--- src/common/rsa_pkg.sv ---
// package: register map, field positions and reset values of the range/alarm register bank
package rsa_pkg;
	localparam int ADDR_W = 8;
	localparam int DATA_W = 32;
	localparam int RESULT_W = 18;
	localparam int LIMIT_W = 16;
	localparam int HYST_W = 8;
	localparam int NUM_TRIP = 4;

	// register offsets
	localparam logic [ADDR_W-1:0] RANGE_OFS = 8'h14;
	localparam logic [ADDR_W-1:0] STATUS_OFS = 8'h20;
	localparam logic [ADDR_W-1:0] UPPER_OFS = 8'h24;
	localparam logic [ADDR_W-1:0] LOWER_OFS = 8'h28;
	localparam logic [ADDR_W-1:0] IRQ_STAT_OFS = 8'h30;
	localparam logic [ADDR_W-1:0] IRQ_MASK_OFS = 8'h34;

	// input_span_and_reference_control fields
	localparam int REF_OFF_BIT = 6;
	localparam int SPAN_LSB = 0;
	localparam int SPAN_W = 4;
	localparam logic REF_OFF_RST = 1'h0;
	localparam logic [SPAN_W-1:0] SPAN_RST = 4'h0;
	localparam logic [SPAN_W-1:0] SPAN_BIP_LAST = 4'h4;
	localparam logic [SPAN_W-1:0] SPAN_UNI_FIRST = 4'h8;
	localparam logic [SPAN_W-1:0] SPAN_UNI_LAST = 4'hB;

	// alarm_flag_status fields
	localparam int SUP_LOW_ACT_BIT = 15;
	localparam int SUP_HIGH_ACT_BIT = 14;
	localparam int IN_LOW_ACT_BIT = 11;
	localparam int IN_HIGH_ACT_BIT = 10;
	localparam int TRIP_LSB = 4;
	localparam int SUMMARY_BIT = 0;
	// order of latched flags inside the 4-bit trip vector (bit 7..4 of status)
	localparam int TRIP_SUP_LOW = 3;
	localparam int TRIP_SUP_HIGH = 2;
	localparam int TRIP_IN_LOW = 1;
	localparam int TRIP_IN_HIGH = 0;

	// threshold registers
	localparam int HYST_LSB = 24;
	localparam int LIMIT_LSB = 0;
	localparam logic [LIMIT_W-1:0] UPPER_RST = 16'hFFFF;
	localparam logic [LIMIT_W-1:0] LOWER_RST = 16'h0000;
	localparam logic [HYST_W-1:0] HYST_RST = 8'h00;
	localparam logic [NUM_TRIP-1:0] MASK_RST = 4'h0;

	// a 16-bit limit compares as limit appended with two zero bits
	function automatic logic [RESULT_W-1:0] limit_to_result(input logic [LIMIT_W-1:0] lim);
		limit_to_result = {lim, 2'h0};
	endfunction

	function automatic logic span_code_defined(input logic [SPAN_W-1:0] code);
		span_code_defined = (code <= SPAN_BIP_LAST)
			|| ((code >= SPAN_UNI_FIRST) && (code <= SPAN_UNI_LAST));
	endfunction
endpackage

--- src/rtl/rsa_limit_cmp.sv ---
// one input-limit comparator with hysteresis, updated once per conversion
`timescale 1ns/1ps
module rsa_limit_cmp #(
	parameter int RESULT_W = 18,
	parameter bit UPPER = 1'b1
) (
	// clock and reset
	input  wire logic                clk_in,
	input  wire logic                arst_n_in,
	// conversion result
	input  wire logic                sample_valid_in,
	input  wire logic [RESULT_W-1:0] sample_in,
	// limit and hysteresis, already in result units
	input  wire logic [RESULT_W-1:0] limit_in,
	input  wire logic [RESULT_W-1:0] hyst_in,
	// active alarm
	output logic                     active_out
);
	logic                next_active;
	logic [RESULT_W:0]   release_pt;

	always_comb begin
		next_active = active_out;
		// extra bit keeps limit +/- hysteresis from wrapping
		if (UPPER) begin
			release_pt = {1'b0, limit_in} - {1'b0, hyst_in};
		end else begin
			release_pt = {1'b0, limit_in} + {1'b0, hyst_in};
		end
		if (sample_valid_in) begin
			if (UPPER) begin
				if (sample_in > limit_in) begin
					next_active = 1'b1;
				end else if (release_pt[RESULT_W] || ({1'b0, sample_in} < release_pt)) begin
					next_active = 1'b0;
				end
			end else begin
				if (sample_in < limit_in) begin
					next_active = 1'b1;
				end else if ({1'b0, sample_in} > release_pt) begin
					next_active = 1'b0;
				end
			end
		end
	end

	always_ff @(posedge clk_in or negedge arst_n_in) begin
		if (!arst_n_in) begin
			active_out <= 1'b0;
		end else begin
			active_out <= next_active;
		end
	end
endmodule

--- src/rtl/rsa_range_alarm.sv ---
// range select, alarm status and alarm interrupt register bank
//
// Function
// - bits 31..16 of range and alarm status registers read zero.
// - range register bits 15..8, 7 and 5..4 read zero.
// - range bit 6 resets 0; 1 turns the on-chip reference off.
// - range code bits 3..0 reset 0; codes 0..4 are bipolar spans.
// - codes 8..11 are unipolar spans; no other code is defined.
// - status bit 15 shows a live low analog supply alarm.
// - status bit 14 shows a live high analog supply alarm.
// - status bits 11 and 10 show the live input alarms.
// - status bits 7 and 6 latch low and high supply alarms.
// - status bits 5 and 4 latch the input alarms.
// - status bits 13..12, 9..8 and 3..1 read zero.
// - status bit 0 is the OR of the four latched alarms.
// - the alarm status register ignores every write.
// - upper input alarm compares the result with the upper limit times four.
// - lower input alarm compares the result with the lower limit times four.
// - hysteresis comes from the upper six bits of its field.
`timescale 1ns/1ps
module rsa_range_alarm #(
	parameter int RESULT_W = rsa_pkg::RESULT_W
) (
	// clock and reset
	input  wire logic                        clk_in,
	input  wire logic                        arst_n_in,
	// register port
	input  wire logic [rsa_pkg::ADDR_W-1:0]  reg_addr_in,
	input  wire logic [rsa_pkg::DATA_W-1:0]  reg_wdata_in,
	input  wire logic                        reg_wr_in,
	input  wire logic                        reg_rd_in,
	output logic      [rsa_pkg::DATA_W-1:0]  reg_rdata_out,
	// conversion result and supply monitors
	input  wire logic                        sample_valid_in,
	input  wire logic [RESULT_W-1:0]         sample_in,
	input  wire logic                        analog_supply_low_in,
	input  wire logic                        analog_supply_high_in,
	// controls to the analog side
	output logic      [rsa_pkg::SPAN_W-1:0]  span_code_out,
	output logic                             onchip_reference_off_out,
	// interrupt
	output logic                             irq_out
);
	logic [rsa_pkg::LIMIT_W-1:0]  input_upper_limit;
	logic [rsa_pkg::LIMIT_W-1:0]  input_lower_limit;
	logic [rsa_pkg::HYST_W-1:0]   input_limit_hysteresis;
	logic [rsa_pkg::NUM_TRIP-1:0] irq_mask;
	logic                         supply_low_active;
	logic                         supply_high_active;
	logic [rsa_pkg::LIMIT_W-1:0]  next_upper;
	logic [rsa_pkg::LIMIT_W-1:0]  next_lower;
	logic [rsa_pkg::HYST_W-1:0]   next_hyst;
	logic [rsa_pkg::NUM_TRIP-1:0] next_mask;
	logic [rsa_pkg::SPAN_W-1:0]   next_span;
	logic                         next_ref_off;
	logic                         next_sup_low;
	logic                         next_sup_high;
	logic [rsa_pkg::DATA_W-1:0]   next_rdata;
	logic                         next_irq;
	logic                         input_low_active;
	logic                         input_high_active;
	logic [RESULT_W-1:0]          hyst_res;
	logic [rsa_pkg::NUM_TRIP-1:0] trip_set;
	logic [rsa_pkg::NUM_TRIP-1:0] trip_clr;
	logic [rsa_pkg::NUM_TRIP-1:0] trip;
	logic [rsa_pkg::NUM_TRIP-1:0] irq_clr;
	logic [rsa_pkg::NUM_TRIP-1:0] irq_stat;
	logic                         wr_range;
	logic                         wr_upper;
	logic                         wr_lower;
	logic                         rd_status;

	assign wr_range = reg_wr_in && (reg_addr_in == rsa_pkg::RANGE_OFS);
	assign wr_upper = reg_wr_in && (reg_addr_in == rsa_pkg::UPPER_OFS);
	assign wr_lower = reg_wr_in && (reg_addr_in == rsa_pkg::LOWER_OFS);
	assign rd_status = reg_rd_in && (reg_addr_in == rsa_pkg::STATUS_OFS);
	// the status offset has no write decode, so host writes never touch a flag

	// control registers
	always_comb begin
		next_span = span_code_out;
		next_ref_off = onchip_reference_off_out;
		next_upper = input_upper_limit;
		next_lower = input_lower_limit;
		next_hyst = input_limit_hysteresis;
		next_mask = irq_mask;
		if (wr_range) begin
			next_ref_off = reg_wdata_in[rsa_pkg::REF_OFF_BIT];
			// an undefined code would leave the front end in an unknown span, so drop it
			if (rsa_pkg::span_code_defined(reg_wdata_in[rsa_pkg::SPAN_W-1:0])) begin
				next_span = reg_wdata_in[rsa_pkg::SPAN_W-1:0];
			end
		end
		if (wr_upper) begin
			next_upper = reg_wdata_in[rsa_pkg::LIMIT_W-1:0];
			// low two hysteresis bits must stay zero; they are forced so here
			next_hyst = {reg_wdata_in[rsa_pkg::DATA_W-1:rsa_pkg::HYST_LSB+2], 2'h0};
		end
		if (wr_lower) begin
			next_lower = reg_wdata_in[rsa_pkg::LIMIT_W-1:0];
		end
		if (reg_wr_in && (reg_addr_in == rsa_pkg::IRQ_MASK_OFS)) begin
			next_mask = reg_wdata_in[rsa_pkg::NUM_TRIP-1:0];
		end
	end

	always_ff @(posedge clk_in or negedge arst_n_in) begin
		if (!arst_n_in) begin
			span_code_out <= rsa_pkg::SPAN_RST;
			onchip_reference_off_out <= rsa_pkg::REF_OFF_RST;
			input_upper_limit <= rsa_pkg::UPPER_RST;
			input_lower_limit <= rsa_pkg::LOWER_RST;
			input_limit_hysteresis <= rsa_pkg::HYST_RST;
			irq_mask <= rsa_pkg::MASK_RST;
		end else begin
			span_code_out <= next_span;
			onchip_reference_off_out <= next_ref_off;
			input_upper_limit <= next_upper;
			input_lower_limit <= next_lower;
			input_limit_hysteresis <= next_hyst;
			irq_mask <= next_mask;
		end
	end

	// live alarms: supply flags track the monitors, input flags update per conversion
	always_comb begin
		next_sup_low = analog_supply_low_in;
		next_sup_high = analog_supply_high_in;
		hyst_res = {{(RESULT_W-rsa_pkg::HYST_W-2){1'b0}}, input_limit_hysteresis, 2'h0};
	end

	always_ff @(posedge clk_in or negedge arst_n_in) begin
		if (!arst_n_in) begin
			supply_low_active <= 1'b0;
			supply_high_active <= 1'b0;
		end else begin
			supply_low_active <= next_sup_low;
			supply_high_active <= next_sup_high;
		end
	end

	rsa_limit_cmp #(
		.RESULT_W (RESULT_W),
		.UPPER    (1'b1)
	) u_upper_cmp (
		.clk_in          (clk_in),
		.arst_n_in       (arst_n_in),
		.sample_valid_in (sample_valid_in),
		.sample_in       (sample_in),
		.limit_in        (rsa_pkg::limit_to_result(input_upper_limit)),
		.hyst_in         (hyst_res),
		.active_out      (input_high_active)
	);

	rsa_limit_cmp #(
		.RESULT_W (RESULT_W),
		.UPPER    (1'b0)
	) u_lower_cmp (
		.clk_in          (clk_in),
		.arst_n_in       (arst_n_in),
		.sample_valid_in (sample_valid_in),
		.sample_in       (sample_in),
		.limit_in        (rsa_pkg::limit_to_result(input_lower_limit)),
		.hyst_in         (hyst_res),
		.active_out      (input_low_active)
	);

	// latched alarms: a live alarm keeps setting, so a read during an alarm cannot lose it
	always_comb begin
		trip_set = '0;
		trip_set[rsa_pkg::TRIP_SUP_LOW] = supply_low_active;
		trip_set[rsa_pkg::TRIP_SUP_HIGH] = supply_high_active;
		trip_set[rsa_pkg::TRIP_IN_LOW] = input_low_active;
		trip_set[rsa_pkg::TRIP_IN_HIGH] = input_high_active;
		trip_clr = {rsa_pkg::NUM_TRIP{rd_status}};
		irq_clr = '0;
		if (reg_wr_in && (reg_addr_in == rsa_pkg::IRQ_STAT_OFS)) begin
			irq_clr = reg_wdata_in[rsa_pkg::NUM_TRIP-1:0];
		end
	end

	rsa_sticky #(
		.WIDTH (rsa_pkg::NUM_TRIP)
	) u_trip (
		.clk_in    (clk_in),
		.arst_n_in (arst_n_in),
		.set_in    (trip_set),
		.clr_in    (trip_clr),
		.flag_out  (trip)
	);

	// interrupt status records each new trip; write one to clear
	rsa_sticky #(
		.WIDTH (rsa_pkg::NUM_TRIP)
	) u_irq_stat (
		.clk_in    (clk_in),
		.arst_n_in (arst_n_in),
		.set_in    (trip_set & ~trip),
		.clr_in    (irq_clr),
		.flag_out  (irq_stat)
	);

	// read data, one cycle after the strobe; status writes fall through untouched
	always_comb begin
		next_rdata = '0;
		next_irq = |(irq_stat & irq_mask);
		if (reg_rd_in) begin
			case (reg_addr_in)
				rsa_pkg::RANGE_OFS: begin
					next_rdata[rsa_pkg::REF_OFF_BIT] = onchip_reference_off_out;
					next_rdata[rsa_pkg::SPAN_W-1:0] = span_code_out;
				end
				rsa_pkg::STATUS_OFS: begin
					next_rdata[rsa_pkg::SUP_LOW_ACT_BIT] = supply_low_active;
					next_rdata[rsa_pkg::SUP_HIGH_ACT_BIT] = supply_high_active;
					next_rdata[rsa_pkg::IN_LOW_ACT_BIT] = input_low_active;
					next_rdata[rsa_pkg::IN_HIGH_ACT_BIT] = input_high_active;
					next_rdata[rsa_pkg::TRIP_LSB+:rsa_pkg::NUM_TRIP] = trip;
					next_rdata[rsa_pkg::SUMMARY_BIT] = |trip;
				end
				rsa_pkg::UPPER_OFS: begin
					next_rdata[rsa_pkg::HYST_LSB+:rsa_pkg::HYST_W] = input_limit_hysteresis;
					next_rdata[rsa_pkg::LIMIT_W-1:0] = input_upper_limit;
				end
				rsa_pkg::LOWER_OFS: begin
					next_rdata[rsa_pkg::LIMIT_W-1:0] = input_lower_limit;
				end
				rsa_pkg::IRQ_STAT_OFS: begin
					next_rdata[rsa_pkg::NUM_TRIP-1:0] = irq_stat;
				end
				rsa_pkg::IRQ_MASK_OFS: begin
					next_rdata[rsa_pkg::NUM_TRIP-1:0] = irq_mask;
				end
				default: begin
					next_rdata = '0;
				end
			endcase
		end
	end

	always_ff @(posedge clk_in or negedge arst_n_in) begin
		if (!arst_n_in) begin
			reg_rdata_out <= '0;
			irq_out <= 1'b0;
		end else begin
			reg_rdata_out <= next_rdata;
			irq_out <= next_irq;
		end
	end
endmodule

--- src/rtl/rsa_sticky.sv ---
// sticky flag vector: set beats clear in the same cycle
`timescale 1ns/1ps
module rsa_sticky #(
	parameter int WIDTH = 4
) (
	// clock and reset
	input  wire logic             clk_in,
	input  wire logic             arst_n_in,
	// set and clear per bit
	input  wire logic [WIDTH-1:0] set_in,
	input  wire logic [WIDTH-1:0] clr_in,
	// held flags
	output logic      [WIDTH-1:0] flag_out
);
	logic [WIDTH-1:0] next_flag;

	always_comb begin
		next_flag = set_in | (flag_out & ~clr_in);
	end

	always_ff @(posedge clk_in or negedge arst_n_in) begin
		if (!arst_n_in) begin
			flag_out <= '0;
		end else begin
			flag_out <= next_flag;
		end
	end
endmodule

--- config.mk ---
export PLATFORM = sky130hd
export DESIGN_NAME = rsa_range_alarm
export DESIGN_NICKNAME = d
export VERILOG_FILES = /design/src/common/rsa_pkg.sv /design/src/rtl/rsa_limit_cmp.sv /design/src/rtl/rsa_range_alarm.sv /design/src/rtl/rsa_sticky.sv
export SDC_FILE = /design/constraint.sdc
export NUM_CORES = 1
export LEC_CHECK = 0
export BUFFER_PORTS_ARGS = -buffer_cell sky130_fd_sc_hd__buf_2
export CORE_UTILIZATION = 45
export CTS_CLUSTER_DIAMETER = 120
export DETAILED_ROUTE_END_ITERATION = 16
export GPL_ROUTABILITY_DRIVEN = 0
export PLACE_DENSITY_LB_ADDON = 0.1
export SKIP_LAST_GASP = 1
export SLEW_MARGIN = 10
export SYNTH_ARGS = -nofsm -noshare
export SYNTH_HDL_FRONTEND = slang
export SYNTH_SLANG_ARGS = --single-unit
--- constraint.sdc ---
create_clock -name clk_in -period 8.4 [get_ports clk_in]
set_input_delay 0.84 -clock clk_in [delete_from_list [all_inputs] [get_ports clk_in]]
set_output_delay 0.84 -clock clk_in [all_outputs]
set_load 0.05 [all_outputs]
Word level (Yosys, flattened, before mapping):

Cells that the tools add are included.

* flip-flop bits (word level): 92
* input bits: 65
* output and inout bits: 38
* word-level logic and storage cells: 70

* $add $sub $neg: 2
* order comparisons: 7
* equal/unequal tests: 6
* multiplexer cells: 16
* bitwise gates (word level): 9
* reduce and logical (&&, ||, !) cells: 16

Operators by type and width (number)
* == test 8 x 6 -> 1 bit (second input constant): 5
* 2-to-1 mux 32 bit: 1
* adder 18 x 10 -> 19 bit: 1
* > comparator 18 x 19 -> 1 bit: 1
* less-than comparator 18 x 19 -> 1 bit: 1
* subtractor 18 x 10 -> 19 bit: 1
* > comparator 18 bit: 1
* less-than comparator 18 bit: 1
* one-hot mux 2 bit (3 select lines): 3
* bitwise AND 4 bit: 4
* one-hot mux 3 bit (5 select lines): 1
* inverter 4 bit: 3
* == test 8 x 5 -> 1 bit (second input constant): 1
* 2-to-1 mux 8 bit: 1
* OR 4 bit: 2
* one-hot mux 2 bit (2 select lines): 2
* OR reduction 4 bit: 2
* logical AND 1 bit: 7
* one-hot mux 1 bit (6 select lines): 1
* AND reduction 2 bit: 3
* >= comparator 4 bit (second input constant): 1
* <= comparator 4 x 3 -> 1 bit (second input constant): 1
* <= comparator 4 bit (second input constant): 1
* 2-to-1 mux 1 bit: 4
* 5 further kinds: 7

Logic depth before layout (Yosys ltp):

* depth after elaboration: 6
* gate-level depth with buffers: 17
* gate-level depth less buffers: 17

Modules after synthesis:

Synthesis repeated with hierarchy kept, for this count alone.

* cells, all modules: 730
* area total of the unflattened synthesis: 7014.2 sq um

Modules (own cells, without submodules)
* rsa_range_alarm: instances 1, cells an instance 254, area each 3271.9 sq um, sequential area each 1821.7 sq um
* rsa_limit_cmp at u_upper_cmp: instances 1, cells an instance 238, area each 1770.4 sq um, sequential area each 25.0 sq um
* rsa_limit_cmp at u_lower_cmp: instances 1, cells an instance 214, area each 1681.6 sq um, sequential area each 25.0 sq um
* rsa_sticky: instances 2, cells an instance 12, area each 145.1 sq um, sequential area each 100.1 sq um

Worst setup path before layout:

Ideal clock, no wire load.

* kind: register to register
* start: register input_upper_limit[2] (netlist name)
* end: register u_upper_cmp.active_out
* setup time: 122 ps
* arrival time: 3098 ps
* required time: 8278 ps
* path slack: 5180 ps
* stages on the path, launching flop included: 18
* path buffers: 0
* period minus slack after synthesis: 3220 ps
* cell sequence: dfstp_2 inv_1 ha_1 inv_1 fa_1 a21oi_1 nor2b_1 o21a_1 o21ai_0 nand4_1 xnor2_1 ha_1 a21oi_1 o21a_1 nor2_1 nor4b_1 o21ai_0 a32o_1

* word-level cells in the longest chain between the ends: 5
* elaborated cells on any way between the ends: 7
* classes of those cells: add/sub (1); order compare (2); mux (1); reduce/logical (3)

Ends and longest elaborated chain
* from (decl): line rsa_range_alarm.sv:44 `logic [rsa_pkg::LIMIT_W-1:0] input_upper_limit;`
* from (signal assigned): line rsa_range_alarm.sv:111 `input_upper_limit <= rsa_pkg::UPPER_RST;`
* from (signal assigned): line rsa_range_alarm.sv:118 `input_upper_limit <= next_upper;`
* subtractor 18 x 10 -> 19 bit: line rsa_limit_cmp.sv:26 `release_pt = {1'b0, limit_in} - {1'b0, hyst_in};`
* less-than comparator 18 x 19 -> 1 bit: line rsa_limit_cmp.sv:34 `end else if (release_pt[RESULT_W] || ({1'b0, sample_in} < release_pt)) begin`
* logical OR 1 bit: line rsa_limit_cmp.sv:34
* nonzero test 2 bit (no line)
* AND reduction 2 bit (no line)
* to (signal assigned): line rsa_limit_cmp.sv:51 `active_out <= next_active;`
* to (decl): line rsa_limit_cmp.sv:17 `output logic active_out`

Parallel ways exist; a longest one is shown, timed or not.
A chain may end at the register's enable or synchronous reset.

Worst setup path in the final report:

* start: input port reg_addr_in[1] (netlist name)
* end: register input_limit_hysteresis[3] (netlist name)

* word-level cells in the longest chain between the ends: 2

Ends and longest elaborated chain
* from (decl): line rsa_range_alarm.sv:28 `input wire logic [rsa_pkg::ADDR_W-1:0] reg_addr_in,`
* == test 8 x 6 -> 1 bit: line rsa_range_alarm.sv:74 `assign wr_upper = reg_wr_in && (reg_addr_in == rsa_pkg::UPPER_OFS);`
* logical AND 1 bit: line rsa_range_alarm.sv:74
* to (signal assigned): line rsa_range_alarm.sv:113 `input_limit_hysteresis <= rsa_pkg::HYST_RST;`
* to (signal assigned): line rsa_range_alarm.sv:120 `input_limit_hysteresis <= next_hyst;`
* to (decl): line rsa_range_alarm.sv:46 `logic [rsa_pkg::HYST_W-1:0] input_limit_hysteresis;`

Every way passes these cells.

==> metrics.csv <==
metric,value,unit
die_h,113,um
p_leak,3.03,nW
antenna_cells,0,
status,"complete, no violations",
drt_iter0_drc,409,
reg2reg_from,input_upper_limit[2]$_DFFE_PN1P_,
grt_pass1_vias,4541,
power,0.00107,W
final_max_slew_viol_count,0,
worst_clock_skew,7.34,ps
ys.flop_type,dfrtp_1,
design_area,6440,um^2
overflow,0,
startpoint,reg_addr_in[1],
cts_setup_buffers,0,
wl,14700,um
synthTopCellsByCount,"ha_1, dfrtp_1, inv_1",
start_util,0.463,
clockPowerShare,0.370,
cts_tree,done,
cp.arrival,3940,ps
io_buffer_count,82,
post_cts_resized,0,
clock.fmax,268,MHz
slew_headroom,0.204,
multi_input_area,3230,um^2
wl_per_cell,18.3,um
powerDensity,167,nW/um^2
ir_drop,0.000104,V
hold_class,in -> async,
grt_pass1_wl,23400,um
io_pins,103,
path_cells,buf_2 -> or4b_1 -> nor2_2 -> nand2_1 -> mux2_2,
yosysWarnings,0,
synth_edf_count,0,
cp-end-kind,flop,
slowest_delay,920,ps
coreArea,12100,um^2
hold_violations,0,
cp_slowest_cell,nand2_1,
syn_inst,545,
clock_sinks,82,
antenna_found_initial,0,
worstSetupPathType,in -> reg,
min_period,3730,ps
seq_area_frac_synth,0.371,
syn_area,5590,um^2
ant_nets,0,
switching_share,0.294,
root_buffer,clkbuf_16,
async_flop_share,1.00,
start_kind,primary input,
synth.distinct_cells,62,
synth.top_cell.area_share,0.296,
placed_area,6140,um^2
rsz0062_at_grt,no,
synth_area_leaders,"dfrtp_1, ha_1, dfstp_2, mux2_2, inv_1",
track_usage,0.240,
combPwrFrac,0.223,
worst_pin_slew,1180,ps
dr_total_vias,4521,
avgSynthCellArea,10.3,um^2
dp_hpwl,11600,um
maxCapViolCount,0,
fill_cells,1101,
holdBufCountCts,0,
numCtsBuffers,9,
remaining_drc_errors,0,
ys_ff_latch,82,
finalSetupViolCount,0,
clk_path_buf_depth,2,
clk_latency,330,ps
finalSetupTns,0,ps
synth.most_common_cell,ha_1,
required,8610,ps
fin_crit_sh,0.444,
clkTransAtPathRegs,60,ps
register_area,2070,um^2
synth.largest_area_cell,dfrtp_1,
internal_power,0.000757,W
finalHoldWorstSlack,307,ps
worstPathMaxFanout,22,
firstDrtPassIters,5,
finalNetCount,769,
dieWidth,113,um
viasPerCell,5.63,
syn2layout_area_growth,15.2,%
power_switching,0.000316,W
die_area,12900,um^2
pwr-share-seq,0.407,
grt_max_degree,78,
drive_gt1_frac,0.272,
ctsHtreeMaxLevel,3,
rows,40,
==> cells in the final DEF, fill, tap and decap left out, types with 3 or more instances in the layout <==
| master | synthesis | layout |
|---|---|---|
| and3_1 | 3 | 3 |
| nand3_1 | 14 | 14 |
| mux2_4 | 10 | 10 |
| a31oi_1 | 5 | 5 |
| mux2_2 | 33 | 33 |
| o21ai_0 | 22 | 22 |
| clkbuf_16 | 0 | 9 |
| o21a_1 | 9 | 9 |
| nand4_1 | 13 | 13 |
| nand2_1 | 26 | 26 |
| xnor2_1 | 21 | 21 |
| a21o_1 | 9 | 9 |
| buf_2 | 5 | 81 |
| nor4_1 | 8 | 8 |
| nor2_1 | 29 | 29 |
| nor2b_1 | 9 | 9 |
| inv_1 | 49 | 49 |
| a22oi_1 | 12 | 12 |
| a21oi_1 | 28 | 28 |
| dfstp_2 | 16 | 16 |
| buf_4 | 11 | 4 |
| a211oi_1 | 3 | 3 |
| dfrtp_1 | 66 | 66 |
| nor3_1 | 12 | 12 |
| a222oi_1 | 7 | 7 |
| ha_1 | 72 | 72 |
| or2_2 | 5 | 5 |
| conb_1 | 1 | 10 |
==> kinds of logic (layout without fill, tap and decap cells) <==
logic type / Yosys count / in the layout / share of synthesized area
AND/OR/NAND/NOR: 134 / 134 / 0.129
AO/OA/AOI/OAI: 117 / 117 / 0.144
flip-flops: 82 / 82 / 0.371
adder cells (fa/ha/maj): 74 / 74 / 0.168
buffers and inverters: 70 / 151 / 0.0569
multiplexers: 44 / 44 / 0.0951
XOR/XNOR: 23 / 23 / 0.0360
other: 1 / 10 / 0.000671
==> critical path, delay by kind of cell <==
family | cells | cell delay (ps)
muxes | 1 | 560
and+or+nand+nor | 3 | 2400
buffers and inverters | 1 | 120
==> flip-flops by register name (all words and copies together) (netlist names), 4 cells and up <==
name,flops
irq_mask,4
input_upper_limit,16
u_trip.flag_out,4
input_limit_hysteresis,6
u_irq_stat.flag_out,4
span_code_out,4
reg_rdata_out,22
input_lower_limit,16
==> metal layers <==
layer  track usage  up-vias  share of wire  wire, um
met5             0        -              0         0
met4        0.0518        0         0.0062        91
met3        0.0319        9          0.044       645
met2         0.402      111           0.49      7170
met1         0.333     2249           0.46      6750
li1              -     2152              -         -
==> final timing paths <==
check                                                             end  slack (ps)  depth (start not counted)
worst max-delay path            input_limit_hysteresis[3]$_DFFE_PN0P_        4670                          5
worst min-delay path            input_limit_hysteresis[6]$_DFFE_PN0P_         310                          1
worst max register to register     u_upper_cmp.active_out$_DFFE_PN0P_        4680                         17
worst min register to register           u_trip.flag_out[2]$_DFF_PN0_         500                          2
max in group asynchronous           input_lower_limit[11]$_DFFE_PN0P_        6940                          2
min in group clk_in                      u_trip.flag_out[2]$_DFF_PN0_         500                          2
==> power groups by stage <==
stage | Combinational [W] | Sequential (W) | Clock [W]
after global routing | 0.000274 | 0.000438 | 0.000426
after floorplan | 0.000167 | 0.000439 | 0
after CTS | 0.000241 | 0.000436 | 0.000405
after detailed placement | 0.000240 | 0.000443 | 0
after global placement | 0.000231 | 0.000442 | 0
final | 0.000239 | 0.000437 | 0.000397
==> layout make-up <==
cell class	count	area share
flip-flops and latches	82	0.322
inverters	50	0.0291
multi-input cells	402	0.502
clock inverters	5	0.00932
clock buffers	11	0.0377
repair buffers	85	0.0676
well taps	168	0.0326
==> stage by stage <==
step	worst slack [ps]	util	std cells
2_1_floorplan	5180	-	554
3_3_place_gp	4320	0.509	787
3_5_place_dp	4300	0.509	787
4_1_cts	4640	0.534	803
5_1_grt	4340	0.534	803
6_report	4670	0.534	803
No activity file was read; power rests on OpenSTA's default activity.
